==> config.mk <==
export PLATFORM = sky130hd
export DESIGN_NAME = cmg_clock_manager
export DESIGN_NICKNAME = d
export VERILOG_FILES = /design/src/hw/cmg_pkg.sv /design/src/hw/cmg_clock_manager.sv
export VERILOG_INCLUDE_DIRS = /design/src /design/src/hw
export SDC_FILE = /design/constraint.sdc
export NUM_CORES = 2
export LEC_CHECK = 0
export BUFFER_PORTS_ARGS = -buffer_cell sky130_fd_sc_hd__buf_2
export CORE_ASPECT_RATIO = 2
export CORE_MARGIN = 2
export CORE_UTILIZATION = 35
export CTS_CLUSTER_SIZE = 8
export DETAILED_ROUTE_END_ITERATION = 7
export PLACE_DENSITY_LB_ADDON = 0.1
export SLEW_MARGIN = 5
export SYNTH_ARGS = -nofsm -noshare
export SYNTH_HDL_FRONTEND = slang
export SYNTH_SLANG_ARGS = --single-unit
==> constraint.sdc <==
create_clock -name pclk -period 43.6 [get_ports pclk]
set_input_delay 8.72 -clock pclk [delete_from_list [all_inputs] [get_ports pclk]]
set_output_delay 8.72 -clock pclk [all_outputs]
set_load 0.05 [all_outputs]
==> src/hw/cmg_map.svh <==
`ifndef CMG_MAP_SVH
`define CMG_MAP_SVH

// register byte offsets
`define CMG_OFS_CTRL 8'h00
`define CMG_OFS_DIV 8'h04
`define CMG_OFS_FX 8'h08
`define CMG_OFS_PHASE 8'h0C
`define CMG_OFS_STATUS 8'h10
`define CMG_OFS_PERIOD 8'h14
`define CMG_OFS_BUF_EN 8'h18
`define CMG_OFS_BUF_GATE 8'h1C
`define CMG_OFS_BUF_FALL 8'h20

// field positions
`define CMG_CTRL_FB 0
`define CMG_CTRL_HF 1
`define CMG_CTRL_VAR 2
`define CMG_FX_D_LSB 8
`define CMG_STAT_LOCK 8

// reset values
`define CMG_DIV_RST 6'h04
`define CMG_M_RST 8'h04
`define CMG_D_RST 8'h01
`define CMG_PHASE_RST 9'h000

// divide factor in half steps
`define CMG_DIV_MIN 6'h03
`define CMG_DIV_HALF_TOP 6'h10
`define CMG_DIV_MAX 6'h20
`define CMG_PHASE_MAX 14'sh00FF

// timing
`define CMG_CLK_NS 50
`define CMG_STOP_NS 10000
`define CMG_STOP_CYC 12'((`CMG_STOP_NS + `CMG_CLK_NS - 1) / `CMG_CLK_NS)
`define CMG_FINE_NS 3200
`define CMG_FINE_CYC 13'(`CMG_FINE_NS / `CMG_CLK_NS)
`define CMG_LOCK_N 3'h3
`define CMG_NBUF 16

`endif

==> src/hw/cmg_pkg.sv <==
package cmg_pkg;

    typedef struct packed {
        logic var_mode;
        logic hf_mode;
        logic fb_used;
    } cmg_ctrl_t;

    typedef struct packed {
        logic [4:0] unused;
        logic fx_stopped;
        logic in_stopped;
        logic overflow;
    } cmg_status_t;

    typedef struct packed {
        logic zero_phase_out;
        logic quarter_phase_out;
        logic half_phase_out;
        logic three_quarter_phase_out;
        logic double_rate_out;
        logic double_rate_inverted_out;
        logic divided_out;
        logic synthesized_out;
        logic synthesized_inverted_out;
    } cmg_clk_t;

    typedef enum logic {CMG_MUX_RUN, CMG_MUX_HOLD} cmg_mux_st_t;

endpackage

==> src/hw/cmg_clock_manager.sv <==
// How it works
// status flags overflow and stopped clocks.
// phase counter slips to align outputs to input.
// user feeds back a de-skew output.
// double-rate outputs run at twice input rate.
// divide by 1.5 to 8 in halves, or 9 to 16.
// synth rate is input times M over D.
// inverted outputs lag by half a period.
// synthesis outputs keep 50/50 duty.
// coarse outputs spaced a quarter period apart.
// high-frequency mode drops four outputs.
// fine offset shifts all nine outputs.
// shift request steps phase, then completes.
// phase is signed over 256, -255..+255.
// variable mode gets half the line span.
// enable high before rise passes the pulse.
// enable low before rise holds output low.
// falling option inverts clock sense only.
// mux picks input one when select high.
// switch holds low until new clock falls.
// no short pulses during switchover.
// sixteen buffers; disabled ones stay static.
// lock needs every enabled function locked.
// manager reset restores initial state.
// user awaits shift complete per request.
// mux select synchronised before use.
//
// The implementer's own choices: the placing of the registers and the APB register port.
module cmg_clock_manager (
    input wire logic pclk,
    input wire logic presetn,
    input wire logic psel,
    input wire logic penable,
    input wire logic pwrite,
    input wire logic [7:0] paddr,
    input wire logic [31:0] pwdata,
    output logic [31:0] prdata,
    output logic pready,
    output logic pslverr,
    input wire logic manager_reset,
    input wire logic input_clock,
    input wire logic feedback_clock,
    input wire logic shift_clock,
    input wire logic shift_request,
    input wire logic shift_direction,
    output logic shift_complete,
    output logic locked,
    output cmg_pkg::cmg_status_t status,
    output cmg_pkg::cmg_clk_t clk_out,
    input wire logic [15:0] mux_input_zero,
    input wire logic [15:0] mux_input_one,
    input wire logic [15:0] mux_select,
    input wire logic [15:0] gate_enable,
    output logic [15:0] global_out
);
`include "cmg_map.svh"

    ////////////////////////////////////////////////////////////////////////
    function automatic logic signed [13:0] cmg_wrap(input logic signed [13:0] x,
                                                    input logic [11:0] p);
        logic signed [13:0] ps;
        logic signed [13:0] hp;
        ps = $signed({2'h0, p});
        hp = $signed({3'h0, p[11:1]});
        cmg_wrap = x;
        if (x > hp)
        begin
            cmg_wrap = x - ps;
        end
        else if (x <= -hp)
        begin
            cmg_wrap = x + ps;
        end
    endfunction

    function automatic logic signed [13:0] cmg_frac(input logic signed [8:0] ph,
                                                    input logic [11:0] p);
        logic signed [22:0] prod;
        prod = ph * $signed({1'h0, p});
        cmg_frac = 14'(prod >>> 8);
    endfunction

    function automatic logic cmg_fits(input logic signed [8:0] ph, input logic [11:0] p,
                                      input logic [12:0] lim);
        logic signed [13:0] f;
        logic signed [13:0] l;
        f = cmg_frac(ph, p);
        l = $signed({1'h0, lim});
        cmg_fits = (f <= l) && (f >= -l);
    endfunction

    ////////////////////////////////////////////////////////////////////////
    // register file
    cmg_pkg::cmg_ctrl_t ctrl_ff;
    logic [5:0] div_ff;
    logic [7:0] fxm_ff;
    logic [7:0] fxd_ff;
    logic signed [8:0] phcfg_ff;
    logic [15:0] buf_en_ff;
    logic [15:0] buf_gate_ff;
    logic [15:0] buf_fall_ff;
    logic [31:0] prdata_ff;
    logic pslverr_ff;
    logic [31:0] rdata;
    logic hit;
    logic wr_acc;
    logic [5:0] wdiv;
    logic signed [13:0] wph;

    // manager state
    logic in_q_ff;
    logic fb_q_ff;
    logic sc_q_ff;
    logic [11:0] since_ff;
    logic [11:0] per_ff;
    logic [11:0] per_prev_ff;
    logic [11:0] ph_ff;
    logic [11:0] nxt_ph;
    logic [2:0] good_ff;
    logic sync_ff;
    logic [16:0] dv_ff;
    logic [19:0] acc_ff;
    logic fx_ff;
    logic [11:0] fx_idle_ff;
    logic signed [8:0] phase_ff;
    logic ovf_ff;
    logic pend_ff;
    logic done_ff;
    logic locked_ff;
    cmg_pkg::cmg_status_t status_ff;
    cmg_pkg::cmg_clk_t clk_ff;
    cmg_pkg::cmg_clk_t nxt_clk;

    logic in_rise;
    logic fb_rise;
    logic sc_rise;
    logic in_stop;
    logic fx_stop;
    logic [12:0] limit;
    logic signed [13:0] off;
    logic signed [13:0] err;
    logic evt;
    logic [1:0] step;
    logic signed [8:0] cand;
    logic [16:0] dvp;
    logic [19:0] fx_mod;
    logic [20:0] fx_sum;

    assign wr_acc = psel && penable && pwrite;
    assign wdiv = pwdata[5:0];
    assign wph = $signed(pwdata[13:0]);

    always_comb
    begin
        hit = 1'h1;
        rdata = '0;
        if (paddr == `CMG_OFS_CTRL)
        begin
            rdata = 32'(ctrl_ff);
        end
        else if (paddr == `CMG_OFS_DIV)
        begin
            rdata = 32'(div_ff);
        end
        else if (paddr == `CMG_OFS_FX)
        begin
            rdata = 32'({fxd_ff, fxm_ff});
        end
        else if (paddr == `CMG_OFS_PHASE)
        begin
            rdata = 32'($unsigned(phase_ff));
        end
        else if (paddr == `CMG_OFS_STATUS)
        begin
            rdata = 32'({locked_ff, status_ff});
        end
        else if (paddr == `CMG_OFS_PERIOD)
        begin
            rdata = 32'(per_ff);
        end
        else if (paddr == `CMG_OFS_BUF_EN)
        begin
            rdata = 32'(buf_en_ff);
        end
        else if (paddr == `CMG_OFS_BUF_GATE)
        begin
            rdata = 32'(buf_gate_ff);
        end
        else if (paddr == `CMG_OFS_BUF_FALL)
        begin
            rdata = 32'(buf_fall_ff);
        end
        else
        begin
            hit = 1'h0;
        end
    end

    // read data taken in setup so it leaves a flop
    always_ff @(posedge pclk or negedge presetn)
    begin
        if (!presetn)
        begin
            prdata_ff <= '0;
            pslverr_ff <= 1'h0;
        end
        else if (psel && !penable)
        begin
            prdata_ff <= pwrite ? '0 : rdata;
            pslverr_ff <= !hit;
        end
    end

    // illegal divide, M or D writes keep the old value
    always_ff @(posedge pclk or negedge presetn)
    begin
        if (!presetn)
        begin
            ctrl_ff <= '0;
            div_ff <= `CMG_DIV_RST;
            fxm_ff <= `CMG_M_RST;
            fxd_ff <= `CMG_D_RST;
            phcfg_ff <= `CMG_PHASE_RST;
            buf_en_ff <= '0;
            buf_gate_ff <= '0;
            buf_fall_ff <= '0;
        end
        else if (wr_acc)
        begin
            if (paddr == `CMG_OFS_CTRL)
            begin
                ctrl_ff <= pwdata[`CMG_CTRL_VAR:`CMG_CTRL_FB];
            end
            else if (paddr == `CMG_OFS_DIV)
            begin
                if ((wdiv >= `CMG_DIV_MIN && wdiv <= `CMG_DIV_HALF_TOP) ||
                    (wdiv > `CMG_DIV_HALF_TOP && wdiv <= `CMG_DIV_MAX && !wdiv[0]))
                begin
                    div_ff <= wdiv;
                end
            end
            else if (paddr == `CMG_OFS_FX)
            begin
                if (pwdata[7:0] != 8'h00 && pwdata[15:8] != 8'h00)
                begin
                    fxm_ff <= pwdata[7:0];
                    fxd_ff <= pwdata[`CMG_FX_D_LSB +: 8];
                end
            end
            else if (paddr == `CMG_OFS_PHASE)
            begin
                if (wph <= `CMG_PHASE_MAX && wph >= -`CMG_PHASE_MAX)
                begin
                    phcfg_ff <= wph[8:0];
                end
            end
            else if (paddr == `CMG_OFS_BUF_EN)
            begin
                buf_en_ff <= pwdata[15:0];
            end
            else if (paddr == `CMG_OFS_BUF_GATE)
            begin
                buf_gate_ff <= pwdata[15:0];
            end
            else if (paddr == `CMG_OFS_BUF_FALL)
            begin
                buf_fall_ff <= pwdata[15:0];
            end
        end
    end

    ////////////////////////////////////////////////////////////////////////
    // period measurement and stop detection
    assign in_rise = input_clock && !in_q_ff;
    assign fb_rise = feedback_clock && !fb_q_ff;
    assign sc_rise = shift_clock && !sc_q_ff;
    assign in_stop = since_ff >= `CMG_STOP_CYC;
    assign fx_stop = fx_idle_ff >= `CMG_STOP_CYC;

    always_ff @(posedge pclk or negedge presetn)
    begin
        if (!presetn)
        begin
            in_q_ff <= 1'h0;
            fb_q_ff <= 1'h0;
            sc_q_ff <= 1'h0;
            since_ff <= '0;
            per_ff <= '0;
            per_prev_ff <= '0;
        end
        else
        begin
            in_q_ff <= input_clock;
            fb_q_ff <= feedback_clock;
            sc_q_ff <= shift_clock;
            since_ff <= in_rise ? '0 : (since_ff == '1 ? since_ff : since_ff + 12'h001);
            if (manager_reset || in_stop)
            begin
                per_ff <= '0;
                per_prev_ff <= '0;
            end
            else if (in_rise)
            begin
                per_ff <= since_ff + 12'h001;
                per_prev_ff <= per_ff;
            end
        end
    end

    ////////////////////////////////////////////////////////////////////////
    // alignment of feedback (or input) to target skew
    assign limit = ctrl_ff.var_mode ? (`CMG_FINE_CYC >> 1) : `CMG_FINE_CYC;
    assign off = cmg_frac(phase_ff, per_ff);
    assign evt = ctrl_ff.fb_used ? fb_rise : in_rise;

    always_comb
    begin
        logic [12:0] sum;
        logic [12:0] tmp;
        sum = '0;
        tmp = '0;
        if (ctrl_ff.fb_used)
        begin
            err = cmg_wrap($signed({2'h0, since_ff}) - off, per_ff);
        end
        else
        begin
            err = -cmg_wrap($signed({2'h0, ph_ff}) + off, per_ff);
        end
        step = 2'h1;
        if (evt && err > 14'sh0000)
        begin
            step = 2'h2;
        end
        else if (evt && err < 14'sh0000)
        begin
            step = 2'h0;
        end
        sum = {1'h0, ph_ff} + {11'h000, step};
        tmp = sum - {1'h0, per_ff};
        if (per_ff == '0)
        begin
            nxt_ph = '0;
        end
        else if (sum < {1'h0, per_ff})
        begin
            nxt_ph = sum[11:0];
        end
        else
        begin
            nxt_ph = (tmp >= {1'h0, per_ff}) ? '0 : tmp[11:0];
        end
    end

    always_ff @(posedge pclk or negedge presetn)
    begin
        if (!presetn)
        begin
            ph_ff <= '0;
            good_ff <= '0;
            sync_ff <= 1'h0;
            locked_ff <= 1'h0;
        end
        else if (manager_reset)
        begin
            ph_ff <= '0;
            good_ff <= '0;
            sync_ff <= 1'h0;
            locked_ff <= 1'h0;
        end
        else
        begin
            ph_ff <= nxt_ph;
            if (in_stop || (evt && err != 14'sh0000))
            begin
                good_ff <= '0;
            end
            else if (evt && good_ff != `CMG_LOCK_N)
            begin
                good_ff <= good_ff + 3'h1;
            end
            locked_ff <= good_ff == `CMG_LOCK_N && per_ff == per_prev_ff && per_ff != '0 &&
                         !in_stop && !fx_stop;
            // derived clocks start at a zero-phase rise
            sync_ff <= locked_ff && (sync_ff || ph_ff == per_ff - 12'h001);
        end
    end

    ////////////////////////////////////////////////////////////////////////
    // divider and M/D synthesis, both restarted at the zero-phase edge
    assign dvp = 17'((18'(per_ff) * 18'(div_ff)) >> 1);
    assign fx_mod = 20'(per_ff) * 20'(fxd_ff);
    assign fx_sum = {1'h0, acc_ff} + {12'h000, fxm_ff, 1'h0};

    always_ff @(posedge pclk or negedge presetn)
    begin
        if (!presetn)
        begin
            dv_ff <= '0;
            acc_ff <= '0;
            fx_ff <= 1'h1;
            fx_idle_ff <= '0;
        end
        else if (!sync_ff || manager_reset)
        begin
            dv_ff <= '0;
            acc_ff <= '0;
            fx_ff <= 1'h1;
            fx_idle_ff <= '0;
        end
        else
        begin
            dv_ff <= (dv_ff >= dvp - 17'h00001) ? '0 : dv_ff + 17'h00001;
            // accumulator toggles at 2M/(P*D) per cycle, so frequency is in*M/D
            if (fx_sum >= {1'h0, fx_mod})
            begin
                acc_ff <= 20'(fx_sum - {1'h0, fx_mod});
                fx_ff <= !fx_ff;
                fx_idle_ff <= '0;
            end
            else
            begin
                acc_ff <= fx_sum[19:0];
                fx_idle_ff <= fx_stop ? fx_idle_ff : fx_idle_ff + 12'h001;
            end
        end
    end

    always_comb
    begin
        logic [11:0] hp;
        logic [11:0] q4;
        logic [12:0] qd;
        logic [11:0] dd;
        logic run;
        logic hf;
        hp = per_ff >> 1;
        q4 = per_ff >> 2;
        qd = (ph_ff >= q4) ? 13'(ph_ff - q4) : 13'({1'h0, ph_ff} + {1'h0, per_ff} - {1'h0, q4});
        dd = (ph_ff >= hp) ? ph_ff - hp : ph_ff;
        run = per_ff != '0;
        hf = ctrl_ff.hf_mode;
        nxt_clk.zero_phase_out = run && ph_ff < hp;
        nxt_clk.half_phase_out = run && !(ph_ff < hp);
        nxt_clk.quarter_phase_out = run && !hf && qd < {1'h0, hp};
        nxt_clk.three_quarter_phase_out = run && !hf && !(qd < {1'h0, hp});
        nxt_clk.double_rate_out = run && !hf && dd < q4;
        nxt_clk.double_rate_inverted_out = run && !hf && !(dd < q4);
        nxt_clk.divided_out = sync_ff && dv_ff < (dvp >> 1);
        nxt_clk.synthesized_out = sync_ff && fx_ff;
        nxt_clk.synthesized_inverted_out = sync_ff && !fx_ff;
    end

    ////////////////////////////////////////////////////////////////////////
    // fine phase: fixed follows software, variable steps on the shift port
    always_comb
    begin
        cand = shift_direction ? phase_ff + 9'h001 : phase_ff - 9'h001;
    end

    always_ff @(posedge pclk or negedge presetn)
    begin
        if (!presetn)
        begin
            phase_ff <= `CMG_PHASE_RST;
            ovf_ff <= 1'h0;
            pend_ff <= 1'h0;
            done_ff <= 1'h0;
        end
        else if (manager_reset || !ctrl_ff.var_mode)
        begin
            phase_ff <= phcfg_ff;
            ovf_ff <= !cmg_fits(phcfg_ff, per_ff, `CMG_FINE_CYC);
            pend_ff <= 1'h0;
            done_ff <= 1'h0;
        end
        else if (sc_rise)
        begin
            // completion one shift clock later, held for one shift clock period
            done_ff <= pend_ff;
            pend_ff <= shift_request;
            if (shift_request)
            begin
                if ($signed(14'(cand)) <= `CMG_PHASE_MAX && $signed(14'(cand)) >=
                    -`CMG_PHASE_MAX && !(phase_ff == 9'h0FF && shift_direction) &&
                    cmg_fits(cand, per_ff, limit))
                begin
                    phase_ff <= cand;
                    ovf_ff <= 1'h0;
                end
                else
                begin
                    ovf_ff <= 1'h1;
                end
            end
        end
    end

    always_ff @(posedge pclk or negedge presetn)
    begin
        if (!presetn)
        begin
            status_ff <= '0;
            clk_ff <= '0;
        end
        else
        begin
            status_ff <= '{unused: 5'h00, fx_stopped: !sync_ff || fx_stop,
                           in_stopped: in_stop, overflow: ovf_ff};
            clk_ff <= manager_reset ? '0 : nxt_clk;
        end
    end

    ////////////////////////////////////////////////////////////////////////
    // global buffers, gate or glitchless mux each
    logic [15:0] nz_q_ff;
    logic [15:0] no_q_ff;
    logic [15:0] pass_ff;
    logic [15:0] sel1_ff;
    logic [15:0] sel2_ff;
    logic [15:0] cur_ff;
    cmg_pkg::cmg_mux_st_t st_ff [16];
    cmg_pkg::cmg_mux_st_t nxt_st [16];
    logic [15:0] nxt_pass;
    logic [15:0] nxt_cur;
    logic [15:0] nxt_out;
    logic [15:0] gout_ff;

    always_comb
    begin
        logic a;
        logic b;
        logic lvl;
        logic nfall;
        logic core;
        a = 1'h0;
        b = 1'h0;
        lvl = 1'h0;
        nfall = 1'h0;
        core = 1'h0;
        for (int i = 0; i < `CMG_NBUF; i++)
        begin
            a = mux_input_zero[i] ^ buf_fall_ff[i];
            b = mux_input_one[i] ^ buf_fall_ff[i];
            lvl = cur_ff[i] ? b : a;
            nfall = cur_ff[i] ? (nz_q_ff[i] && !a) : (no_q_ff[i] && !b);
            nxt_st[i] = st_ff[i];
            nxt_cur[i] = cur_ff[i];
            // enable taken at the rise only, so no pulse is cut
            nxt_pass[i] = (a && !nz_q_ff[i]) ? gate_enable[i] : pass_ff[i];
            if (buf_gate_ff[i])
            begin
                core = a && nxt_pass[i];
            end
            else if (st_ff[i] == cmg_pkg::CMG_MUX_RUN)
            begin
                core = lvl;
                if (sel2_ff[i] != cur_ff[i] && !lvl)
                begin
                    nxt_st[i] = cmg_pkg::CMG_MUX_HOLD;
                end
            end
            else
            begin
                core = 1'h0;
                if (nfall)
                begin
                    nxt_st[i] = cmg_pkg::CMG_MUX_RUN;
                    nxt_cur[i] = !cur_ff[i];
                end
            end
            nxt_out[i] = (buf_en_ff[i] && core) ^ buf_fall_ff[i];
        end
    end

    always_ff @(posedge pclk or negedge presetn)
    begin
        if (!presetn)
        begin
            nz_q_ff <= '0;
            no_q_ff <= '0;
            pass_ff <= '0;
            sel1_ff <= '0;
            sel2_ff <= '0;
            cur_ff <= '0;
            gout_ff <= '0;
            for (int i = 0; i < `CMG_NBUF; i++)
            begin
                st_ff[i] <= cmg_pkg::CMG_MUX_RUN;
            end
        end
        else
        begin
            nz_q_ff <= mux_input_zero ^ buf_fall_ff;
            no_q_ff <= mux_input_one ^ buf_fall_ff;
            pass_ff <= nxt_pass;
            sel1_ff <= mux_select;
            sel2_ff <= sel1_ff;
            cur_ff <= nxt_cur;
            gout_ff <= nxt_out;
            for (int i = 0; i < `CMG_NBUF; i++)
            begin
                st_ff[i] <= nxt_st[i];
            end
        end
    end

    assign prdata = prdata_ff;
    assign pready = 1'h1;
    assign pslverr = pslverr_ff && psel && penable;
    assign shift_complete = done_ff;
    assign locked = locked_ff;
    assign status = status_ff;
    assign clk_out = clk_ff;
    assign global_out = gout_ff;

endmodule // cmg_clock_manager

**After elaboration in Yosys (flattened, before gate mapping)**

Cells that the tools add are included.

- Output and inout bits: 69
- Register bits: 373
- Word-level logic and storage cells: 716
- Input bits: 115

- Mux-type cells: 197
- Reduce and logical (&&, ||, !) cells: 275
- Order comparisons: 30
- Eq/ne operators: 32
- $add $sub $neg: 25
- Bitwise logic cells: 72
- Multipliers: 5

Operator list:

| cell | number |
|---|---|
| $mux W12 | 14 |
| $mux W1 | 151 |
| $logic_and A1 B1 Y1 | 134 |
| $mux W32 | 4 |
| $logic_not A1 Y1 | 97 |
| $mux W16 | 6 |
| $mux W14 | 6 |
| $mul A9 B13 Y22 | 3 |
| $mux W9 | 6 |
| $reduce_and A3 Y1 | 17 |
| $xor A1 B1 Y1 | 48 |
| $mux W20 | 2 |
| $mux W17 | 2 |
| $eq A8 B5 Y1 const B | 4 |
| $xor A16 B16 Y16 | 2 |
| $add A14 B13 Y14 | 2 |
| $gt A14 B12 Y1 | 2 |
| $le A14 B14 Y1 | 2 |
| $sub A14 B13 Y14 | 2 |
| $add A12 B1 Y12 const B | 2 |
| $eq A12 B12 Y1 | 2 |
| $ge A12 B8 Y1 const B | 2 |
| $not A1 Y1 | 22 |
| $add A20 B9 Y21 | 1 |
| other kinds (72) | 103 |

**Longest topological paths before layout**

- Depth in word-level cells: 19
- Gate-level depth with buffers: 77
- Mapped depth without buffers: 72

**Worst setup path before layout**

OpenSTA, ideal clock, no wires.

- Kind: input to output
- From: input port penable
- To: output port pslverr
- Path slack: 25.716 ns
- Required time: 34.880 ns
- Buffers on the path: 0
- Arrival: 9.164 ns
- Stages: 1
- Cells stage by stage: and3_1

- Cells in the longest elaborated chain, start to end: 1

RTL lines:

| element | RTL line | RTL |
|---|---|---|
| from (decl) | cmg_clock_manager.sv:33 | `input wire logic penable,` |
| $logic_and A1 B1 Y1 | cmg_clock_manager.sv:610 | `assign pslverr = pslverr_ff && psel && penable;` |
| to (decl) | cmg_clock_manager.sv:39 | `output logic pslverr,` |

No other way between the ends.

**Worst setup path in the final report**

Same ends and word-level chain as after synthesis.

==> flow_summary.yaml <==
outcome:
  outcome: "finished clean"
clocking:
  clock_sinks: 357
  h-tree-depth: 2
  cts_resized: 0
  cts.reportedPaths.clkPinSlew_ns: 0.05
  cts_buffer_depth: 3
  post_cts_buffers: 0
  clk_latency_ns: 0.67
  cts_tree: "yes"
  cts_made_buffers: 52
  root_buffer: "clkbuf_16"
  hold_buffers: 0
global_route:
  grt-ovfl-total: 0
  globalRouteTotalUtil_pct: 22.7
  busiest_layer: "met2"
  grt_antenna_before_repair: 14
  grt_pass1_wl_mm: 217
  use_met3_pct: 3.01
  grt_util_met1_pct: 21.1
  grt_pass1_vias: 37619
  grtUsageMet2_pct: 46.6
  grt_start_max_net_pins: 82
timing:
  setup_viol: 0
  min_period_over_period_pct: 41.1
  finalClockSkew_ns: 0.0652
  hold_violations: 0
  drv_slew: 0
  slew_headroom_pct: 27.7
  worst_slew_pin_slew_ns: 1.07
  period_minus_slack_ns: 17.92
  rsz0062_at_grt: "no"
  setup_tns_ns: 0
  fmax_ghz: 0.0558
floorplanning:
  pin_count: 184
  die-area_sq_um: 124000
  rows: 180
  die_w_microns: 250
  die_height_microns: 497
  core_sq_um: 120000
  start_util_pct: 35.3
route:
  postRouteWirelength_mm: 141
  dr.pass1.iters: 8
  ant_nets: 0
  via_count: 34648
  wl_per_cell_microns: 21.6
  viasPerCell: 5.31
  drt_iter0_drc: 1187
  drc: 0
setup_path:
  critPathMaxStageDelay_ns: 0.25
  path_common_cell: "buf_2"
  cp.required_ns: 34.88
  crit_end: "pslverr"
  r2r-start: "per_ff[6]"
  cp-end-kind: "output pin"
  path_cells: "buf_2 > and3_1 > buf_2"
  cp_slowest_cell: "buf_2"
  r2r_cells: 69
  critPathArrivalTime_ns: 9.20
  rrSetupSlack_ns: 25.85
  worstSetupStartpointType: "primary input"
  timing.rr.end: "ph_ff[10]"
  crit_fanout: 3
  crit_type: "in -> out"
  cp-startpoint: "penable"
finish:
  final_cell_mix: "inv_1, ha_1, nand2_1, nor2_1, dfrtp_1"
  area_delta_synth_final_pct: 9.36
  instances_no_fill: 6520
  drive_gt1_share_pct: 8.75
  layout_commonest_cell: "inv_1"
  nNetsFinal: 5904
power_and_ir_drop:
  vdd.ir_drop.worst_mv: 0.0575
  p_leak_uw: 0.0233
  power.total_uw: 2070
  power_density_nw_per_um2: 44.6
place:
  routabilityCongestion: 0.870
  io_buffers: 145
  placedCellCount: 6430
  hpwl_mm: 110
worst_hold_path:
  hold_class: "reg -> reg"
synthesis:
  yosysWarnings: 0
  synth-seq-area-share_pct: 21.0
  syn_inst: 4844
  ys_ff_latch: 357
  synth_flop_cell: "dfrtp_1"
  synth-edff-count: 0
  async_flop_share_pct: 100
  syn_avg_cell_area_sq_um: 8.78
  synth_cell_types: 102
  syn_area_sq_um: 42500
flow_run:
  max_cap_violations: 0
power by group:
| group | internal, uW | leakage [uW] | total [uW] | switching, uW |
|---|---|---|---|---|
| combinational | 514 | 0.0179 | 1290 | 781 |
| clock | 229 | 0.000737 | 397 | 168 |
| sequential | 352 | 0.00465 | 380 | 28.1 |
| total | 1100 | 0.0233 | 2070 | 977 |
synth_stat cells, drive strengths merged, types with 52 or more instances:
library cell	n	share of area (%)
a21o	79	1.4
a21oi	224	2.6
and2	223	3.3
clkbuf	143	1.3
dfrtp	353	21
fa	334	16
ha	518	15
inv	623	5.5
mux2	98	2.6
mux2i	52	1.2
nand2	438	3.9
nand2b	53	0.78
nand3	75	0.92
nor2	375	3.3
nor2b	62	0.91
nor3	95	1.1
o21ai	193	2.3
xnor2	207	4.3
xor2	81	1.7
layer usage:
metal	share of wire, %	vias to the layer above	wire length [microns]
li1	-	16322	-
met1	33	17309	46400
met2	57	671	80400
met3	3.6	324	5120
met4	6.0	22	8500
met5	0.11	-	149
how the worst min path moves through the flow:
stage / from / cells past startpoint / slack [ns] / to
after floorplan: sel1_ff[0] / 0 / 0.33 / sel2_ff[0]
after global placement: sel1_ff[4] / 0 / 0.33 / sel2_ff[4]
after detailed placement: sel1_ff[3] / 0 / 0.34 / sel2_ff[3]
after CTS: sel1_ff[3] / 0 / 0.35 / sel2_ff[3]
after global routing: sel1_ff[9] / 0 / 0.35 / sel2_ff[9]
final: sel1_ff[3] / 0 / 0.35 / sel2_ff[3]
state kept, by name, summed over array words and instances (netlist names), 16 cells and up:
register,count
acc_ff,20
st_ff,16
no_q_ff,16
prdata,16
sel2_ff,16
buf_en_ff,16
pass_ff,16
global_out,16
buf_fall_ff,16
sel1_ff,16
cur_ff,16
dv_ff,17
buf_gate_ff,16
nz_q_ff,16
worst max-delay path, delay by kind of cell:
kind / cells / cell delay (ns)
buffers and inverters: 2 / 0.34
and+or+nand+nor: 1 / 0.14
stage by stage:
| stage | util, % | setup WS, ns | hold WS, ns | cell area [sq um] |
|---|---|---|---|---|
| 2_1_floorplan | - | 25.72 | 0.331 | 42600 |
| 3_3_place_gp | 37.3 | 25.59 | 0.332 | 44900 |
| 3_5_place_dp | 37.3 | 25.57 | 0.336 | 44900 |
| 4_1_cts | 38.6 | 25.68 | 0.348 | 46500 |
| 5_1_grt | 38.6 | 24.58 | 0.351 | 46500 |
| 6_report | 38.6 | 25.68 | 0.346 | 46500 |
cells by family after synthesis:
kind of cell / count (synthesis) / share of synthesized area (%)
AO/OA/AOI/OAI: 838 / 12.9
XOR/XNOR: 288 / 5.95
adder cells (fa/ha/maj): 852 / 31.0
buffers and inverters: 814 / 7.47
flip-flops: 357 / 21.0
multiplexers: 151 / 3.87
other: 2 / 0.0177
AND/OR/NAND/NOR: 1542 / 17.8
layout make-up:
cell class	count	area (sq um)
repair buffers	207	1200
multi-input cells	3693	30500
clock buffers	81	1420
diodes	2	5.00
fillers	12351	74000
clock inverters	7	138
flip-flops and latches	357	8950
well taps	1547	1940
inverters	626	2350
(Power assumes the default switching activity.)
